===== config.mk =====
export PLATFORM = sky130hd
export DESIGN_NAME = wdtu_top
export DESIGN_NICKNAME = d
export VERILOG_FILES = /design/src/wdtu_pkg.sv /design/src/wdtu_sync.sv /design/src/wdtu_top.sv
export SDC_FILE = /design/constraint.sdc
export NUM_CORES = 1
export LEC_CHECK = 0
export ABC_CLOCK_PERIOD_IN_PS = 3600
export BUFFER_PORTS_ARGS = -buffer_cell sky130_fd_sc_hd__clkbuf_2
export CORE_MARGIN = 10
export CORE_UTILIZATION = 45
export DETAILED_ROUTE_END_ITERATION = 12
export PLACE_DENSITY = 0.73
export SETUP_SLACK_MARGIN = 0.1
export SKIP_LAST_GASP = 1
export SLEW_MARGIN = 20
export SYNTH_ARGS = -nofsm -noshare
export SYNTH_HDL_FRONTEND = slang
export SYNTH_SLANG_ARGS = --single-unit

===== constraint.sdc =====
create_clock -name aclk -period 3.6 [get_ports aclk]
set_clock_uncertainty 0.1 [all_clocks]
set_input_delay 0 -clock aclk [delete_from_list [all_inputs] [get_ports aclk]]
set_output_delay 0 -clock aclk [all_outputs]
set_load 0.05 [all_outputs]

===== src/wdtu_pkg.sv =====
package wdtu_pkg;

  // Bus geometry
  localparam int unsigned ADDR_W = 8;
  localparam int unsigned DATA_W = 32;

  // Register byte offsets
  localparam logic [7:0] OFS_CONTROL = 8'h00;
  localparam logic [7:0] OFS_RESET_STATUS = 8'h04;
  localparam logic [7:0] OFS_IRQ_STATUS = 8'h08;
  localparam logic [7:0] OFS_IRQ_MASK = 8'h0c;

  // Control register fields
  localparam int unsigned CE_BIT = 4;
  localparam int unsigned EN_BIT = 3;
  localparam int unsigned SEL_LSB = 0;
  localparam int unsigned SEL_W = 3;
  localparam logic [2:0] SEL_RESET = 3'h0;

  // Reset status and interrupt fields
  localparam int unsigned CAUSE_BIT = 3;
  localparam int unsigned TIMEOUT_IRQ_BIT = 0;

  // Change-enable window, in system clock cycles
  localparam logic [2:0] CE_HOLD = 3'h4;

  // Shortest period in oscillator cycles, and clocks
  localparam int unsigned BASE_PERIOD = 16384;
  localparam int unsigned SYS_HZ = 10_000_000;
  localparam int unsigned OSC_HZ = 1_000_000;

  // AXI responses
  localparam logic [1:0] RESP_OKAY = 2'h0;
  localparam logic [1:0] RESP_SLVERR = 2'h2;

endpackage


===== src/wdtu_sync.sv =====
`timescale 1ns/1ps
module wdtu_sync #(
  parameter int unsigned W = 1
) (
  // Clock and reset
  input wire logic aclk,
  input wire logic aresetn,
  // Asynchronous level in, synchronised level out
  input wire logic [W-1:0] d,
  output logic [W-1:0] q
);

  logic [W-1:0] meta;
  logic [W-1:0] next_meta;
  logic [W-1:0] next_q;

  if (W < 1) begin
    $error("wdtu_sync: width must be at least one");
  end

  always_comb begin
    next_meta = d;
    next_q = meta;
  end

  always_ff @(posedge aclk) begin
    if (!aresetn) begin
      meta <= '0;
      q <= '0;
    end else begin
      meta <= next_meta;
      q <= next_q;
    end
  end

endmodule


===== src/wdtu_top.sv =====
`timescale 1ns/1ps
// Function
// [RULE_01] Counter advances on edges of a separate oscillator of about 1 MHz.
// [RULE_02] The kick instruction clears the counter and starts a new period.
// [RULE_03] Counter is cleared while disabled and on every chip reset.
// [RULE_04] Period elapsing without a kick issues a chip reset.
// [RULE_05] Control bits 7 to 5 always read as zero.
// [RULE_06] Change-enable bit 4 clears itself four system cycles after set.
// [RULE_07] Enable bit 3 sets freely; clearing needs change-enable, else ignored.
// [RULE_08] Software disables with one write of both bits, then zero within four.
// [RULE_09] Selector bits 2..0 pick 16,384 cycles doubling up to 2,097,152.
// [RULE_10] Fuse clear: starts disabled, plain write of enable turns it on.
// [RULE_11] Fuse clear: unlock write, then within four cycles enable and selector.
// [RULE_12] Fuse set: watchdog always runs and enable reads back one.
// [RULE_13] Fuse set: unlock, then selector within four cycles; enable ignored.
// [RULE_14] Timeout gives a one-cycle reset pulse for the reset delay counter.
// [RULE_15] Watchdog reset sets cause flag; power-on or writing zero clears it.
// [RULE_16] Oscillator edges are synchronised before touching counter or compare.
module wdtu_top #(
  parameter int unsigned BASE_PERIOD = wdtu_pkg::BASE_PERIOD,
  parameter int unsigned CNT_W = 22
) (
  // Clock and reset
  input wire logic aclk,
  input wire logic aresetn,
  input wire logic por_n,
  // Watchdog oscillator and fuse pins
  input wire logic wdt_osc,
  input wire logic always_on_fuse,
  // Core kick strobe
  input wire logic watchdog_kick_instruction,
  // AXI4-Lite write address and data
  input wire logic awvalid,
  output logic awready,
  input wire logic [wdtu_pkg::ADDR_W-1:0] awaddr,
  input wire logic [2:0] awprot,
  input wire logic wvalid,
  output logic wready,
  input wire logic [wdtu_pkg::DATA_W-1:0] wdata,
  input wire logic [3:0] wstrb,
  // AXI4-Lite write response
  output logic bvalid,
  input wire logic bready,
  output logic [1:0] bresp,
  // AXI4-Lite read
  input wire logic arvalid,
  output logic arready,
  input wire logic [wdtu_pkg::ADDR_W-1:0] araddr,
  input wire logic [2:0] arprot,
  output logic rvalid,
  input wire logic rready,
  output logic [wdtu_pkg::DATA_W-1:0] rdata,
  output logic [1:0] rresp,
  // Reset unit and interrupt
  output logic wdt_reset_pulse,
  output logic watchdog_cause_flag,
  output logic irq
);

  if (wdtu_pkg::OSC_HZ * 4 > wdtu_pkg::SYS_HZ) begin
    $error("wdtu_top: oscillator too fast to sample");
  end
  if (BASE_PERIOD < 2 || (BASE_PERIOD << 7) >= (1 << CNT_W)) begin
    $error("wdtu_top: counter too narrow for longest period");
  end

  logic osc_s;
  logic fuse_s;
  logic osc_d;
  logic tick;

  wdtu_sync #(.W(1)) u_osc_sync (
    .aclk(aclk),
    .aresetn(aresetn),
    .d(wdt_osc),
    .q(osc_s)
  ); // RULE_16
  wdtu_sync #(.W(1)) u_fuse_sync (
    .aclk(aclk),
    .aresetn(aresetn),
    .d(always_on_fuse),
    .q(fuse_s)
  );

  always_ff @(posedge aclk) begin
    if (!aresetn) begin
      osc_d <= 1'b0;
    end else begin
      osc_d <= osc_s;
    end
  end
  assign tick = osc_s & ~osc_d; // RULE_01

  // Bus slave state
  logic aw_full, w_full, next_aw_full, next_w_full;
  logic [7:0] waddr, next_waddr;
  logic [7:0] wbyte, next_wbyte;
  logic wlane, next_wlane;
  logic next_awready, next_wready, next_bvalid, next_arready, next_rvalid;
  logic [1:0] next_bresp, next_rresp;
  logic [31:0] next_rdata;
  logic wr_fire, rd_fire, wr_ok;

  // Watchdog state
  logic en, next_en;
  logic [2:0] sel, next_sel;
  logic [2:0] ce_cnt, next_ce_cnt;
  logic [CNT_W-1:0] cnt, next_cnt;
  logic [CNT_W-1:0] period_m1;
  logic next_pulse;
  logic ist, next_ist, imask, next_imask, next_irq;
  logic next_flag;
  logic ce, en_eff, expire;
  logic [7:0] ctl_rd;

  assign ce = (ce_cnt != 3'h0);
  assign en_eff = en | fuse_s; // RULE_12
  assign ctl_rd = {3'h0, ce, en_eff, sel}; // RULE_05
  assign period_m1 = (CNT_W'(BASE_PERIOD) << sel) - CNT_W'(1); // RULE_09
  assign expire = en_eff && tick && (cnt >= period_m1);
  assign wr_fire = aw_full && w_full && !bvalid;
  assign rd_fire = arvalid && arready;
  assign wr_ok = wr_fire && wlane;

  always_comb begin
    next_aw_full = aw_full;
    next_w_full = w_full;
    next_waddr = waddr;
    next_wbyte = wbyte;
    next_wlane = wlane;
    next_bvalid = bvalid;
    next_bresp = bresp;
    next_rvalid = rvalid;
    next_rdata = rdata;
    next_rresp = rresp;
    if (awvalid && awready) begin
      next_aw_full = 1'b1;
      next_waddr = awaddr;
    end
    if (wvalid && wready) begin
      next_w_full = 1'b1;
      next_wbyte = wdata[7:0];
      next_wlane = wstrb[0];
    end
    if (bvalid && bready) begin
      next_bvalid = 1'b0;
    end
    if (wr_fire) begin
      next_aw_full = 1'b0;
      next_w_full = 1'b0;
      next_bvalid = 1'b1;
      case (waddr)
        wdtu_pkg::OFS_CONTROL, wdtu_pkg::OFS_RESET_STATUS,
        wdtu_pkg::OFS_IRQ_STATUS, wdtu_pkg::OFS_IRQ_MASK: begin
          next_bresp = wdtu_pkg::RESP_OKAY;
        end
        default: begin
          next_bresp = wdtu_pkg::RESP_SLVERR;
        end
      endcase
    end
    if (rvalid && rready) begin
      next_rvalid = 1'b0;
    end
    if (rd_fire) begin
      next_rvalid = 1'b1;
      next_rresp = wdtu_pkg::RESP_OKAY;
      case (araddr)
        wdtu_pkg::OFS_CONTROL: begin
          next_rdata = {24'h0, ctl_rd};
        end
        wdtu_pkg::OFS_RESET_STATUS: begin
          next_rdata = 32'(watchdog_cause_flag) << wdtu_pkg::CAUSE_BIT;
        end
        wdtu_pkg::OFS_IRQ_STATUS: begin
          next_rdata = 32'(ist) << wdtu_pkg::TIMEOUT_IRQ_BIT;
        end
        wdtu_pkg::OFS_IRQ_MASK: begin
          next_rdata = 32'(imask) << wdtu_pkg::TIMEOUT_IRQ_BIT;
        end
        default: begin
          next_rdata = 32'h0;
          next_rresp = wdtu_pkg::RESP_SLVERR;
        end
      endcase
    end
    next_awready = !next_aw_full && !next_bvalid;
    next_wready = !next_w_full && !next_bvalid;
    next_arready = !next_rvalid;
  end

  always_ff @(posedge aclk) begin
    if (!aresetn) begin
      aw_full <= 1'b0;
      w_full <= 1'b0;
      waddr <= 8'h0;
      wbyte <= 8'h0;
      wlane <= 1'b0;
      awready <= 1'b0;
      wready <= 1'b0;
      bvalid <= 1'b0;
      bresp <= 2'h0;
      arready <= 1'b0;
      rvalid <= 1'b0;
      rdata <= 32'h0;
      rresp <= 2'h0;
    end else begin
      aw_full <= next_aw_full;
      w_full <= next_w_full;
      waddr <= next_waddr;
      wbyte <= next_wbyte;
      wlane <= next_wlane;
      awready <= next_awready;
      wready <= next_wready;
      bvalid <= next_bvalid;
      bresp <= next_bresp;
      arready <= next_arready;
      rvalid <= next_rvalid;
      rdata <= next_rdata;
      rresp <= next_rresp;
    end
  end

  // Control register with timed unlock
  always_comb begin
    next_en = en;
    next_sel = sel;
    next_ce_cnt = ce ? ce_cnt - 3'h1 : 3'h0; // RULE_06
    if (wr_ok && waddr == wdtu_pkg::OFS_CONTROL) begin
      if (wbyte[wdtu_pkg::CE_BIT] && wbyte[wdtu_pkg::EN_BIT]) begin
        next_ce_cnt = wdtu_pkg::CE_HOLD; // RULE_06
        next_en = 1'b1;
      end else if (ce && !wbyte[wdtu_pkg::CE_BIT]) begin
        next_ce_cnt = 3'h0;
        next_sel = wbyte[wdtu_pkg::SEL_LSB +: wdtu_pkg::SEL_W]; // RULE_13
        if (!fuse_s) begin
          next_en = wbyte[wdtu_pkg::EN_BIT]; // RULE_07 RULE_11
        end
      end else if (wbyte[wdtu_pkg::EN_BIT]) begin
        next_en = 1'b1; // RULE_10
      end
    end
  end

  // Counter, expiry, interrupt
  always_comb begin
    next_cnt = cnt;
    next_pulse = 1'b0;
    if (!en_eff || watchdog_kick_instruction) begin
      next_cnt = '0; // RULE_02 RULE_03
    end else if (expire) begin
      next_cnt = '0;
      next_pulse = 1'b1; // RULE_04 RULE_14
    end else if (tick) begin
      next_cnt = cnt + CNT_W'(1);
    end
    next_imask = imask;
    next_ist = ist;
    if (wr_ok && waddr == wdtu_pkg::OFS_IRQ_MASK) begin
      next_imask = wbyte[wdtu_pkg::TIMEOUT_IRQ_BIT];
    end
    if (wr_ok && waddr == wdtu_pkg::OFS_IRQ_STATUS &&
        wbyte[wdtu_pkg::TIMEOUT_IRQ_BIT]) begin
      next_ist = 1'b0;
    end
    if (expire) begin
      next_ist = 1'b1;
    end
    next_irq = next_ist & next_imask;
    next_flag = watchdog_cause_flag;
    if (wr_ok && waddr == wdtu_pkg::OFS_RESET_STATUS &&
        !wbyte[wdtu_pkg::CAUSE_BIT]) begin
      next_flag = 1'b0;
    end
    if (expire) begin
      next_flag = 1'b1; // RULE_15
    end
  end

  always_ff @(posedge aclk) begin
    if (!aresetn) begin
      en <= 1'b0;
      sel <= wdtu_pkg::SEL_RESET;
      ce_cnt <= 3'h0;
      cnt <= '0; // RULE_03
      wdt_reset_pulse <= 1'b0;
      ist <= 1'b0;
      imask <= 1'b0;
      irq <= 1'b0;
    end else begin
      en <= next_en;
      sel <= next_sel;
      ce_cnt <= next_ce_cnt;
      cnt <= next_cnt;
      wdt_reset_pulse <= next_pulse;
      ist <= next_ist;
      imask <= next_imask;
      irq <= next_irq;
    end
  end

  // Survives chip reset; power-on or a write of zero clears it
  always_ff @(posedge aclk) begin
    if (!por_n) begin
      watchdog_cause_flag <= 1'b0;
    end else begin
      watchdog_cause_flag <= next_flag;
    end
  end

  logic ctl_wr, unlock_wr;
  assign ctl_wr = wr_ok && waddr == wdtu_pkg::OFS_CONTROL;
  assign unlock_wr = ctl_wr && wbyte[wdtu_pkg::CE_BIT] &&
                     wbyte[wdtu_pkg::EN_BIT];

  property p_ce_window;
    @(posedge aclk) disable iff (!aresetn)
      unlock_wr |=> ce_cnt == wdtu_pkg::CE_HOLD;
  endproperty
  a_ce_window: assert property (p_ce_window) // RULE_06
    else $error("change enable window is not four cycles");

  // Window shrinks by one each cycle unless a control write uses it
  property p_ce_countdown;
    @(posedge aclk) disable iff (!aresetn)
      (ce && !ctl_wr) |=> ce_cnt == $past(ce_cnt) - 3'h1;
  endproperty
  a_ce_countdown: assert property (p_ce_countdown) // RULE_06
    else $error("change enable window did not count down");

  property p_no_disable_locked;
    @(posedge aclk) disable iff (!aresetn)
      (ctl_wr && !ce && !wbyte[wdtu_pkg::EN_BIT] && en) |=> en;
  endproperty
  a_no_disable_locked: assert property (p_no_disable_locked) // RULE_07
    else $error("enable cleared without change enable");

  property p_plain_enable;
    @(posedge aclk) disable iff (!aresetn)
      (ctl_wr && wbyte[wdtu_pkg::EN_BIT]) |=> en;
  endproperty
  a_plain_enable: assert property (p_plain_enable) // RULE_10
    else $error("write of one to enable did not enable");

  property p_unlock_update;
    @(posedge aclk) disable iff (!aresetn)
      (ctl_wr && ce && !wbyte[wdtu_pkg::CE_BIT]) |=>
        sel == $past(wbyte[2:0]) && !ce &&
        (fuse_s || en == $past(wbyte[wdtu_pkg::EN_BIT]));
  endproperty
  a_unlock_update: assert property (p_unlock_update) // RULE_11
    else $error("unlocked write did not apply");

  property p_fuse_reads_one;
    @(posedge aclk) disable iff (!aresetn)
      (rd_fire && araddr == wdtu_pkg::OFS_CONTROL && fuse_s) |=>
        rdata[wdtu_pkg::EN_BIT] && rdata[7:5] == 3'h0;
  endproperty
  a_fuse_reads_one: assert property (p_fuse_reads_one) // RULE_12
    else $error("enable read back zero with fuse set");

  property p_kick_clears;
    @(posedge aclk) disable iff (!aresetn)
      watchdog_kick_instruction |=> cnt == '0 ##1 cnt <= CNT_W'(1);
  endproperty
  a_kick_clears: assert property (p_kick_clears) // RULE_02
    else $error("kick did not clear the counter");

  property p_disabled_clear;
    @(posedge aclk) disable iff (!aresetn)
      !en_eff |=> cnt == '0 && !wdt_reset_pulse;
  endproperty
  a_disabled_clear: assert property (p_disabled_clear) // RULE_03
    else $error("counter not cleared while disabled");

  property p_pulse_cause;
    @(posedge aclk) disable iff (!aresetn)
      wdt_reset_pulse |-> $past(cnt) >= $past(period_m1) && $past(tick)
        ##1 !wdt_reset_pulse;
  endproperty
  a_pulse_cause: assert property (p_pulse_cause) // RULE_14
    else $error("reset pulse without expiry or too long");

  property p_flag_set;
    @(posedge aclk) disable iff (!aresetn || !por_n)
      wdt_reset_pulse |-> watchdog_cause_flag;
  endproperty
  a_flag_set: assert property (p_flag_set) // RULE_15
    else $error("cause flag not set on watchdog reset");

  property p_tick_sync;
    @(posedge aclk) disable iff (!aresetn)
      tick |-> $past(osc_s) == 1'b0;
  endproperty
  a_tick_sync: assert property (p_tick_sync) // RULE_16
    else $error("tick not from a synchronised edge");

  c_timeout: cover property (@(posedge aclk) disable iff (!aresetn)
    wdt_reset_pulse);
  c_disable: cover property (@(posedge aclk) disable iff (!aresetn)
    ce && $fell(en));
  c_sel_change: cover property (@(posedge aclk) disable iff (!aresetn)
    ce ##1 $changed(sel));
  c_irq: cover property (@(posedge aclk) disable iff (!aresetn)
    $rose(irq));

endmodule


Yosys cells after proc, flatten, opt, wreduce, memory -nomap -nowiden
Cells that the tools add are included.
Widths: inputs -> output; s select.
{ "word_totals": {"regBits": 96, "input_bits": 69} }
{ "op_classes": {"order_cmp": 1, "n_eq_ne": 7, "addsub": 3, "shifts": 1, "n_bitwise": 6, "muxes": 25, "n_reduce_logical": 40} }
{ "ops": {"columns": ["operator", "n"], "rows": [
  ["$eq 8x4->1 const B", 4],
  ["$add 22x1->22 const B", 1],
  ["$ge 22x22->1", 1],
  ["$shl 15x3->22 const A", 1],
  ["$sub 22x1->22 const B", 1],
  ["$logic_and 1x1->1", 20],
  ["$pmux 5 s4", 1],
  ["$mux 1", 18],
  ["$eq 8x3->1 const B", 2],
  ["$logic_not 8->1", 2],
  ["$mux 3", 4],
  ["$logic_not 1->1", 8],
  ["$reduce_or 4->1", 2],
  ["$reduce_and 3->1", 2],
  ["$reduce_bool 3->1", 2],
  ["$mux 2", 2],
  ["$ne 3x3->1 const B", 1],
  ["$not 1->1", 3],
  ["$reduce_or 3->1", 1],
  ["$sub 3x1->3 const B", 1],
  ["$and 1x1->1", 2],
  ["$reduce_bool 2->1", 1],
  ["$reduce_or 2->1", 1],
  ["$logic_or 1x1->1", 1],
  ["$or 1x1->1", 1]
]} }

Longest topological paths before layout
Gate-level depths: netlist of the first run.
{ "logic_depth": {"depth_word": 8, "depth_mapped": 10, "depth_no_buf": 7} }

By module
From an unflattened synthesis of the first run, not the netlist that was laid out.
{ "unflattened": {"hier_cells": 385, "area_unflattened_um2": 3231.8} }
{ "by_module_without_submodules": {"columns": ["module", "seq_area_each_um2", "cells_per_inst", "n_inst", "area_per_inst_um2"], "rows": [
  ["wdtu_top", 1261.2, 377, 1, 3126.7],
  ["wdtu_sync", 40.0, 4, 2, 52.6]
]} }

Worst setup path before layout of the first run
Ideal clock, no wire load.
{ "synth_path": {"kind": "register to register", "from": "register sel[2]", "to": "register cnt[2]", "t_arrival_ns": 2.080, "path_slack_ns": 1.346, "stages_incl_launch_ff": 9, "n_path_buf": 1, "synth_period_minus_slack_ns": 2.254, "path_cell_list": "dfxtp_1 > clkbuf_1 > nand3_1 > ha_1 > and4_1 > nand4_1 > o2bb2ai_1 > or4b_2 > a31oi_1"} }
{ "synth_between": {"elab_chain_len": 5} }
{ "synth_lines": {"columns": ["item", "line", "text"], "rows": [
  ["start: declaration", "wdtu_top.sv:106", "logic [2:0] sel, next_sel;"],
  ["start signal: assignment", "wdtu_top.sv:283", "sel <= wdtu_pkg::SEL_RESET;"],
  ["start signal: assignment", "wdtu_top.sv:292", "sel <= next_sel;"],
  ["$shl 15x3->22", "wdtu_top.sv:119", "assign period_m1 = (CNT_W'(BASE_PERIOD) << sel) - CNT_W'(1);"],
  ["$sub 22x1->22", "wdtu_top.sv:119", null],
  ["$ge 22x22->1", "wdtu_top.sv:120", "assign expire = en_eff && tick && (cnt >= period_m1);"],
  ["$logic_and 1x1->1", "wdtu_top.sv:120", null],
  ["$reduce_or 3->1 (no source line)", null, null],
  ["end signal: assignment", "wdtu_top.sv:294", "cnt <= next_cnt;"],
  ["end: declaration", "wdtu_top.sv:108", "logic [CNT_W-1:0] cnt, next_cnt;"]
]} }
No other way between the ends.
A chain may end at the register's enable or synchronous reset.

Worst setup path in the final report of the first run
{ "layout_path": {"from": "register sel[2]", "to": "register cnt[11]"} }
The elaborated chain is that of the path after synthesis.

==> results.tsv, run 1 <==
stage	metric	value	unit
layout	finalInstanceArea	3860	sq um
floorplan	rows	30	
clock_network	htreeDepth	3	
setup_path	worst_setup_path_end_kind	flop	
synthesis	seq_area_frac_synth	0.423	
synthesis	ys_warn_count	0	
placement	gp_congestion	0.782	
layout	syn_to_final_growth	21.7	%
floorplan	die_w	104	microns
setup_path	critPathTopFamily	compound AO/OA/AOI/OAI gates	
setup_path	cp-startpoint	sel[2]$_SDFFE_PN0P_	
setup_path	critical_path_class	reg -> reg	
synthesis	synth_xor_xnor_area_share	0.0525	
setup_path	rrSetupSlack	0.95	ns
layout	fill_cells	631	
clock_network	holdBufCountCts	30	
route	drt-initial-drc-count	79	
layout	num_antenna_cells	0	
power	p_per_area	402	nW/um^2
synthesis	yosys-top-cells-count	dfxtp_1, nand2_1, nor2_1	
synthesis	synthTopCellsByArea	dfxtp_1, buf_4, nand2_1, a21boi_0, nor2_1	
global_route	grt_max_degree	42	
route	ant_nets	0	
status	status	finished, final reports clean	
timing	worstMarginPinSlew	0.653	ns
layout	fin_nets	521	
worst_hold_path	hold_start	awvalid	
global_route	antenna_found_initial	0	
synthesis	synth_compound_area_frac	0.124	
route	post_drt_wl_per_cell	13.2	microns
setup_path	critPathLaunchType	flop	
clock_network	postCtsResizedCells	0	
floorplan	core_area	6830	sq um
synthesis	synth_top_family_by_area	simple AND/OR/NAND/NOR gates	
synthesis	syn_avg_cell_area	8.64	sq um
layout	drive_above_1_share	0.154	
layout	final_core_util	0.565	
floorplan	num_io_pins	113	
synthesis	syn-cell-area	3170	sq um
setup_path	cp_max_fo	19	
synthesis	synthCells	367	
clock_network	cts_buffer_depth	2	
setup_path	crit_slowest_cell	a21o_1	
global_route	groute.usage.overall	0.131	
timing	final-setup-viol-count	0	
synthesis	synth_fa_ha_area_frac	0.0355	
global_route	overflow	0	
route	vias	2639	
placement	hpwl	4980	microns
placement	placed_area	3370	sq um
timing	fmax	0.378	GHz
synthesis	synth_seq_cells	67	
global_route	grt_pass1_wl	12000	microns
floorplan	initial_utilization	0.464	
synthesis	yosys.area_share.simple	0.258	
timing	slew-limit-headroom	0.565	
route	dr.pass1.iters	4	
timing	tns	0	ns
setup_path	crit_chain	nand3_1 -> ha_1 -> and4_1 -> nand4_1 -> o2bb2ai_1 -> a21o_1 -> nor2_1	
setup_path	critical_path.max_stage_delay	0.62	ns
floorplan	die_y	104	microns
setup_path	critPathBufInv	0	
route	viasPerCell	4.85	
synthesis	synth-edff-count	0	
setup_path	r2r_cells	7	
synthesis	async_reset_ff_frac	0	
worst_hold_path	whs_path_depth	4	
power	worst_ir_drop_vdd	0.268	mV
synthesis	synth_mux_area_frac	0.0130	
run	cap_violations	0	
route	drc	0	
clock_network	cts_buffers	9	
worst_hold_path	hold_class	in -> reg	
synthesis	synth_flop_cell	dfxtp_1	
timing	rsz0062_at_grt	no	
setup_path	r2r-end	cnt[11]$_SDFFE_PP0P_	
synthesis	synth_top_area_share	0.423	
setup_path	regToRegStartpoint	sel[2]$_SDFFE_PN0P_	
worst_hold_path	holdPathEnd	waddr[0]$_SDFFE_PN0P_	
synthesis	yosysMostFrequentCell	dfxtp_1	
global_route	first_global_vias	2624	
timing	final_max_slew_viol_count	0	
placement	io_buffer_count	47	
clock_network	cts_setup_buffers	0	
floorplan	die_area	10800	sq um
synthesis	yosys.area.top_type	dfxtp_1	
clock_network	clk_pin_slew	0.07	ns
power	power.leakage	1.45	nW
setup_path	worstPathRequired	3.70	ns
route	routed_wirelength	7170	microns
clock_network	clock-root-buffer	clkbuf_8	
setup_path	cp.arrival	2.75	ns
timing	fin_crit_sh	0.736	
clock_network	numClockSinks	67	
synthesis	synth.distinct_cells	48	
clock_network	cts_tree	yes	
timing	final-hold-violation-count	0	
timing	fin_crit	2.65	ns
clock_network	insertion_delay	0.34	ns
[area by class of cell]
class	count	area, sq um	area share
clock buffers	15	186	0.0483
flip-flops and latches	67	1340	0.348
inverters	7	26.3	0.00681
clock inverters	1	5.00	0.00130
multi-input cells	281	1640	0.426
repair buffers	77	536	0.139
well taps	96	120	0.0311
[power by group]
group	internal (mW)	switching, mW	total, mW
Sequential	0.758	0.0149	0.773
Clock	0.325	0.267	0.592
Combinational	0.0567	0.129	0.185
[per-stage QoR]
step                setup WS, ns  hold WS [ns]  instances  power, mW
floorplan                   1.35        0.0273        395      0.939
global placement            1.06         0.112        498      0.946
detailed placement         0.970         0.115        498      0.948
CTS                        0.967        0.0264        544       1.56
global route               0.747        0.0469        544       1.61
finish                     0.952        0.0367        544       1.55
[cells by family after synthesis]
group | count (synthesis)
AOI/OAI and AO/OA | 55
xor gates and xnor gates | 19
buffers and inverters | 47
and+or+nand+nor | 164
muxes | 4
adders and majority gates | 9
other | 2
DFF | 67
[worst register-to-register path, stage by stage, from the launching register on]
cell and delay, ns:
dfxtp_1 0.50, nand3_1 0.14, ha_1 0.31, and4_1 0.24, nand4_1 0.10, o2bb2ai_1 0.39, a21o_1 0.62, nor2_1 0.12
[how the worst max path moves through the flow]
stage / slack (ns) / end / cells after the start
finish: 0.95 / cnt[11]$_SDFFE_PP0P_ / 7
global route: 0.75 / cnt[10]$_SDFFE_PP0P_ / 7
CTS: 0.97 / cnt[11]$_SDFFE_PP0P_ / 7
detailed placement: 0.97 / cnt[11]$_SDFFE_PP0P_ / 7
global placement: 1.06 / cnt[19]$_SDFFE_PP0P_ / 7
floorplan: 1.35 / cnt[2]$_SDFFE_PP0P_ / 8
[layer usage]
layer | vias up | wire length [microns] | global-route usage
met1 | 1210 | 2870 | 0.134
met4 | 0 | 126 | 0.0547
met5 | - | 0 | 0
met2 | 71 | 3670 | 0.233
met3 | 12 | 502 | 0.0514
li1 | 1346 | - | -
[state kept, by name, summed over array words and instances, names as in the netlist, 3 cells and up]
| register | cells |
|---|---|
| cnt | 22 |
| waddr | 8 |
| rdata | 5 |
| wbyte | 5 |
| ce_cnt | 3 |
| sel | 3 |
[cells in the final DEF, fill, tap and decap left out, types with 9 or more instances in the layout]
master         instances
clkbuf_8              13
a21oi_1               11
nand2_1               48
nor2_1                40
a21boi_0              21
and2_1                 9
nor2b_1                9
dlygate4sd3_1         30
nand3_1               12
xnor2_1               15
clkbuf_2              47
ha_1                   9
dfxtp_1               67
conb_1                30
Note: power is estimated with default switching activity, not from simulation.
==> run 2, diff against run 1 <==
--- a/config.mk
+++ b/config.mk
@@ -5,12 +5,13 @@
 export SDC_FILE = /design/constraint.sdc
 export NUM_CORES = 1
 export LEC_CHECK = 0
-export ABC_CLOCK_PERIOD_IN_PS = 3600
+export ABC_AREA = 1
+export ABC_CLOCK_PERIOD_IN_PS = 2400
 export BUFFER_PORTS_ARGS = -buffer_cell sky130_fd_sc_hd__clkbuf_2
 export CORE_MARGIN = 10
 export CORE_UTILIZATION = 45
 export DETAILED_ROUTE_END_ITERATION = 12
-export PLACE_DENSITY = 0.73
+export PLACE_DENSITY = 0.76
 export SETUP_SLACK_MARGIN = 0.1
 export SKIP_LAST_GASP = 1
 export SLEW_MARGIN = 20
==> constraint.sdc (replaced) <==
create_clock -name aclk -period 2.4 [get_ports aclk]
set_clock_uncertainty 0.1 [all_clocks]
set_input_delay 0 -clock aclk [delete_from_list [all_inputs] [get_ports aclk]]
set_output_delay 0 -clock aclk [all_outputs]
set_load 0.05 [all_outputs]
==> run 2 against run 1 <==
Synthesized cell count grew 28%. Sequential cell count unchanged. Non-clock buffer count rose by 6. Worst hold slack worse by 0.0040 ns. Cell count increased by 21%. Via count rose by 14%. Clock power up 79%. Setup slack got worse by 0.66 ns. Fmax grew 25%. First-iteration DRC count is 90% higher. Critical endpoint is now rdata[3]$_SDFFE_PN0P_. Largest power group unchanged. Highest routed layer unchanged.
==> results.tsv, run 2 <==
stage	metric	value	unit
route	vias	3004	
setup_path	crit_chain	o21ai_0 -> a21oi_1 -> dlygate4sd3_1 -> nand2_1 -> dlygate4sd3_1 -> a21oi_1	
synthesis	ys_warn_count	0	
floorplan	die_area	11300	sq um
timing	worstMarginPinSlew	0.541	ns
layout	layout_commonest_cell	nand2_1	
route	routed_wirelength	7650	microns
setup_path	cp_max_fo	4	
layout	drive_above_1_share	0.160	
clock_network	cts_setup_buffers	0	
setup_path	critical_path.max_stage_delay	0.57	ns
timing	fmax	0.474	GHz
clock_network	cts_buffer_depth	2	
setup_path	worstPathRequired	2.58	ns
synthesis	syn-cell-area	3340	sq um
floorplan	core_area	7210	sq um
power	p_per_area	615	nW/um^2
power	worst_ir_drop_vdd	0.391	mV
floorplan	die_w	106	microns
route	viasPerCell	4.55	
timing	final-hold-violation-count	0	
layout	fill_cells	643	
clock_network	cts_buffers	9	
timing	fin_crit	2.11	ns
synthesis	synth_flop_cell	dfxtp_1	
setup_path	critPathLaunchType	flop	
setup_path	critical_path_class	reg -> reg	
synthesis	synth_mux_area_frac	0	
global_route	overflow	0	
synthesis	yosys.area.top_type	dfxtp_1	
global_route	groute.usage.overall	0.141	
synthesis	seq_area_frac_synth	0.402	
floorplan	rows	31	
layout	largest_reg_flops	22	
global_route	first_global_vias	3107	
timing	fin_crit_sh	0.880	
synthesis	yosysMostFrequentCell	nand2_1	
clock_network	insertion_delay	0.35	ns
setup_path	crit_slowest_cell	dlygate4sd3_1	
layout	final_cell_mix	nand2_1, nor2_1, dfxtp_1	
layout	top_regs	cnt: 22 flops, waddr: 8 flops	
layout	fin_nets	634	
power	power.total	2.56	mW
clock_network	htreeDepth	3	
synthesis	synthCells	470	
setup_path	cp.arrival	2.30	ns
synthesis	async_reset_ff_frac	0	
synthesis	synth-edff-count	0	
synthesis	synth_xor_xnor_area_share	0.0394	
timing	slew-limit-headroom	0.639	
global_route	grt_pass1_wl	13400	microns
clock_network	cts_tree	yes	
timing	final_max_slew_viol_count	0	
placement	hpwl	5480	microns
worst_hold_path	hold_class	in -> reg	
synthesis	synth.distinct_cells	28	
floorplan	num_io_pins	113	
global_route	antenna_found_initial	0	
route	post_drt_wl_per_cell	11.6	microns
timing	tns	0	ns
synthesis	synth_top_area_share	0.402	
synthesis	synthTopCellsByArea	dfxtp_1, nand2_1, nor2_1, buf_4, inv_1	
floorplan	initial_utilization	0.463	
placement	io_buffer_count	47	
clock_network	numClockSinks	67	
clock_network	clock-root-buffer	clkbuf_8	
route	drc	0	
synthesis	yosys-top-cells-count	nand2_1, nor2_1, dfxtp_1	
route	drt-initial-drc-count	150	
timing	final-setup-viol-count	0	
layout	largest-register	cnt	
setup_path	worst_setup_path_end_kind	flop	
synthesis	synth_seq_cells	67	
synthesis	synth_top_family_by_area	simple AND/OR/NAND/NOR gates	
clock_network	clk_pin_slew	0.08	ns
layout	num_antenna_cells	0	
power	power.leakage	1.86	nW
timing	rsz0062_at_grt	no	
status	status	finished, final reports clean	
run	cap_violations	0	
layout	syn_to_final_growth	24.7	%
synthesis	synth_fa_ha_area_frac	0.0337	
floorplan	die_y	106	microns
route	dr.pass1.iters	4	
global_route	grt_max_degree	31	
placement	gp_congestion	0.832	
synthesis	synth_compound_area_frac	0.0855	
synthesis	syn_avg_cell_area	7.10	sq um
route	ant_nets	0	
synthesis	yosys.area_share.simple	0.302	
-- run 2: cell count changes after synthesis, moves of 5 or more --
cell,before,now
a21boi_0,21,1
o21ai_0,8,24
xor2_1,4,9
a21oi_1,11,26
and2_1,9,0
nor2b_1,9,0
nor2_2,0,6
inv_1,7,52
nand2b_1,6,0
xnor2_1,15,6
nor2_1,40,87
nor4_1,5,0
nand2_1,48,94
nor3_1,8,13
-- run 2: repair_timing --
action | CTS | global route
gates resized for setup | 0 | 8
setup endpoints to repair | 0 | 27
hold buffers | 33 | 0
hold endpoints to repair | 30 | 0
-- run 2: area by class of cell --
class,instances,area [sq um],share of cell area
multi-input cells,342,1660,0.399
flip-flops and latches,67,1350,0.324
inverters,53,199,0.0478
well taps,99,124,0.0298
clock buffers,9,124,0.0298
repair buffers,83,603,0.145
clock inverters,7,101,0.0243
-- run 2: logic make-up after synthesis --
| family | Yosys count |
|---|---|
| buffers and inverters | 89 |
| other | 2 |
| AO/OA/AOI/OAI | 55 |
| XOR/XNOR | 15 |
| flip-flops | 67 |
| adder cells (fa/ha/maj) | 9 |
| AND/OR/NAND/NOR | 233 |
-- run 2: worst paths after layout --
| path | start | to | slack, ns | cells after the start |
|---|---|---|---|---|
| hold / removal | awvalid | waddr[3]$_SDFFE_PN0P_ | 0.03 | 3 |
| setup reg to reg | u_fuse_sync.q$_SDFF_PN0_ | rdata[3]$_SDFFE_PN0P_ | 0.29 | 6 |
| setup / recovery | u_fuse_sync.q$_SDFF_PN0_ | rdata[3]$_SDFFE_PN0P_ | 0.29 | 6 |
| hold reg to reg | u_osc_sync.meta$_SDFF_PN0_ | u_osc_sync.q$_SDFF_PN0_ | 0.32 | 2 |
-- run 2: stage by stage --
stage	area (sq um)	hold slack, ns	utilization	setup WS, ns	cells
global route	4160	0.0692	0.577	0.140	660
CTS	4140	0.00772	0.574	0.119	660
detailed placement	3590	0.0848	0.497	0.203	611
floorplan	3440	-0.0232	-	0.449	498
finish	4160	0.0327	0.577	0.288	660
global placement	3590	0.0856	0.497	0.275	611
-- run 2: critical path: cells and delay by family, from the launching register on --
| family | cells | cell delay [ns] |
|---|---|---|
| AOI/OAI and AO/OA | 3 | 0.36 |
| buffers and inverters | 2 | 1.13 |
| DFF | 1 | 0.40 |
| and+or+nand+nor | 1 | 0.06 |
-- run 2: report_power, final --
group / internal [mW] / leakage (nW) / switching, mW
Clock: 0.591 / 0.106 / 0.471
Sequential: 1.14 / 0.547 / 0.0213
Combinational: 0.0930 / 1.20 / 0.237
Total: 1.83 / 1.86 / 0.729
-- run 2: metal layers --
metal	routed length (microns)	vias up	global-route usage
li1	-	1593	-
met1	3200	1336	0.147
met2	3870	60	0.250
met3	430	15	0.0465
met4	152	0	0.0687
met5	0	-	0
==> run 3, diff against run 2 <==
--- a/config.mk
+++ b/config.mk
@@ -11,6 +11,7 @@
 export CORE_MARGIN = 10
 export CORE_UTILIZATION = 45
 export DETAILED_ROUTE_END_ITERATION = 12
+export MAX_ROUTING_LAYER = met4
 export PLACE_DENSITY = 0.76
 export SETUP_SLACK_MARGIN = 0.1
 export SKIP_LAST_GASP = 1
==> run 3 against run 2 <==
Utilization stayed put. Total power hardly changed. Critical path depth stayed put. Sequential cell count stayed put. Critical path type unchanged. Critical endpoint unchanged.
==> results.tsv, run 3 (synthesis gave the netlist of run 2 again) <==
stage	metric	value	unit
global_route	grt_pass1_wl	13400	microns
global_route	groute.usage.overall	0.145	
timing	fin_crit	2.11	ns
power	pwr-share-comb	0.129	
setup_path	worstPathRequired	2.59	ns
timing	tns	0	ns
floorplan	initial_utilization	0.463	
placement	placed_area	3590	sq um
layout	final_cell_mix	nand2_1, nor2_1, dfxtp_1	
global_route	grt_max_degree	31	
layout	final_cells	660	
timing	rsz0062_at_grt	no	
worst_hold_path	hold_class	in -> reg	
power	p_per_area	615	nW/um^2
clock_network	cts_buffers	9	
setup_path	critPathLaunchType	flop	
floorplan	die_w	106	microns
power	power.leakage	1.86	nW
route	drc	0	
global_route	overflow	0	
layout	final_core_util	0.577	
layout	num_antenna_cells	0	
floorplan	num_io_pins	113	
clock_network	cts_tree	yes	
setup_path	critical_path_class	reg -> reg	
power	power.total	2.56	mW
power	p_sw_frac	0.286	
layout	drive_above_1_share	0.160	
layout	syn_to_final_growth	24.7	%
setup_path	worst_setup_path_end_kind	flop	
power	p_switching	0.731	mW
power	power.internal	1.83	mW
global_route	first_global_vias	3117	
layout	top_regs	cnt: 22 flops, waddr: 8 flops	
placement	dp_cells	611	
route	post_drt_wl_per_cell	11.6	microns
route	routed_wirelength	7670	microns
clock_network	numClockSinks	67	
timing	final-hold-violation-count	0	
layout	largest-register	cnt	
route	vias	3006	
layout	largest_reg_flops	22	
layout	fill_cells	643	
timing	final_max_slew_viol_count	0	
run	cap_violations	0	
layout	layout_commonest_cell	nand2_1	
route	ant_nets	0	
route	viasPerCell	4.55	
placement	io_buffer_count	47	
status	status	finished, final reports clean	
placement	hpwl	5480	microns
timing	slew-limit-headroom	0.643	
clock_network	htreeDepth	3	
clock_network	clock-root-buffer	clkbuf_8	
route	dr.pass1.iters	4	
clock_network	insertion_delay	0.35	ns
global_route	antenna_found_initial	0	
floorplan	die_area	11300	sq um
layout	finalInstanceArea	4160	sq um
layout	fin_nets	634	
route	drt-initial-drc-count	140	
power	p_clk_frac	0.415	
setup_path	cp.arrival	2.30	ns
floorplan	rows	31	
timing	final-setup-viol-count	0	
floorplan	die_y	106	microns
placement	gp_congestion	0.845	
setup_path	cp_max_fo	4	
clock_network	clk_pin_slew	0.08	ns
timing	fin_crit_sh	0.880	
clock_network	cts_buffer_depth	2	
power	worst_ir_drop_vdd	0.391	mV
timing	fmax	0.473	GHz
power	p_seq_frac	0.455	
timing	worstMarginPinSlew	0.535	ns
floorplan	core_area	7210	sq um
==> run 3: worst paths after layout <==
path / cells past startpoint / slack, ns / endpoint / from
worst max register to register: 6 / 0.29 / rdata[3]$_SDFFE_PN0P_ / u_fuse_sync.q$_SDFF_PN0_
worst max-delay path: 6 / 0.29 / rdata[3]$_SDFFE_PN0P_ / u_fuse_sync.q$_SDFF_PN0_
worst min-delay path: 3 / 0.02 / waddr[3]$_SDFFE_PN0P_ / awvalid
worst min register to register: 2 / 0.32 / u_osc_sync.q$_SDFF_PN0_ / u_osc_sync.meta$_SDFF_PN0_
==> run 3: stage by stage <==
| stage | setup WS, ns | hold slack [ns] |
|---|---|---|
| 2_1_floorplan | 0.449 | -0.0232 |
| 3_3_place_gp | 0.275 | 0.0856 |
| 3_5_place_dp | 0.203 | 0.0848 |
| 4_1_cts | 0.119 | 0.00772 |
| 5_1_grt | 0.140 | 0.0575 |
| 6_report | 0.288 | 0.0242 |
==> run 3: critical path, cell delays in order, from the launching register on <==
cell           delay [ns]
dfxtp_1              0.40
o21ai_0              0.12
a21oi_1              0.12
dlygate4sd3_1        0.56
nand2_1              0.06
dlygate4sd3_1        0.57
a21oi_1              0.13
==> run 3: layout make-up <==
cell class | count | area, sq um | share of cell area
Clock buffer | 9 | 124 | 0.0298
Clock inverter | 7 | 101 | 0.0243
Inverter | 53 | 199 | 0.0478
Multi-Input combinational cell | 342 | 1660 | 0.399
Sequential cell | 67 | 1350 | 0.324
Tap cell | 99 | 124 | 0.0298
Timing Repair Buffer | 83 | 603 | 0.145
==> run 3: layer usage <==
layer  vias up  global-route usage  wire length (microns)
met5         -                   -                      0
met4         0              0.0571                    154
met3        18              0.0477                    397
met2        64               0.250                   3850
met1      1331               0.150                   3270
li1       1593                   -                      -
==> run 3: power by group through the flow <==
stage | registers (mW) | logic, mW | clock network [mW]
final | 1.17 | 0.330 | 1.06
after global routing | 1.17 | 0.358 | 1.12
after CTS | 1.17 | 0.324 | 1.08
after detailed placement | 1.19 | 0.287 | 0
after global placement | 1.19 | 0.282 | 0
after floorplan | 1.23 | 0.226 | 0
==> run 3: repair_timing <==
action | in CTS | in global routing
setup endpoints to repair | 0 | 27
gates resized for setup | 0 | 8
buffers inserted | 0 | 0
hold buffers | 33 | 0
endpoints found under the hold margin | 30 | 0
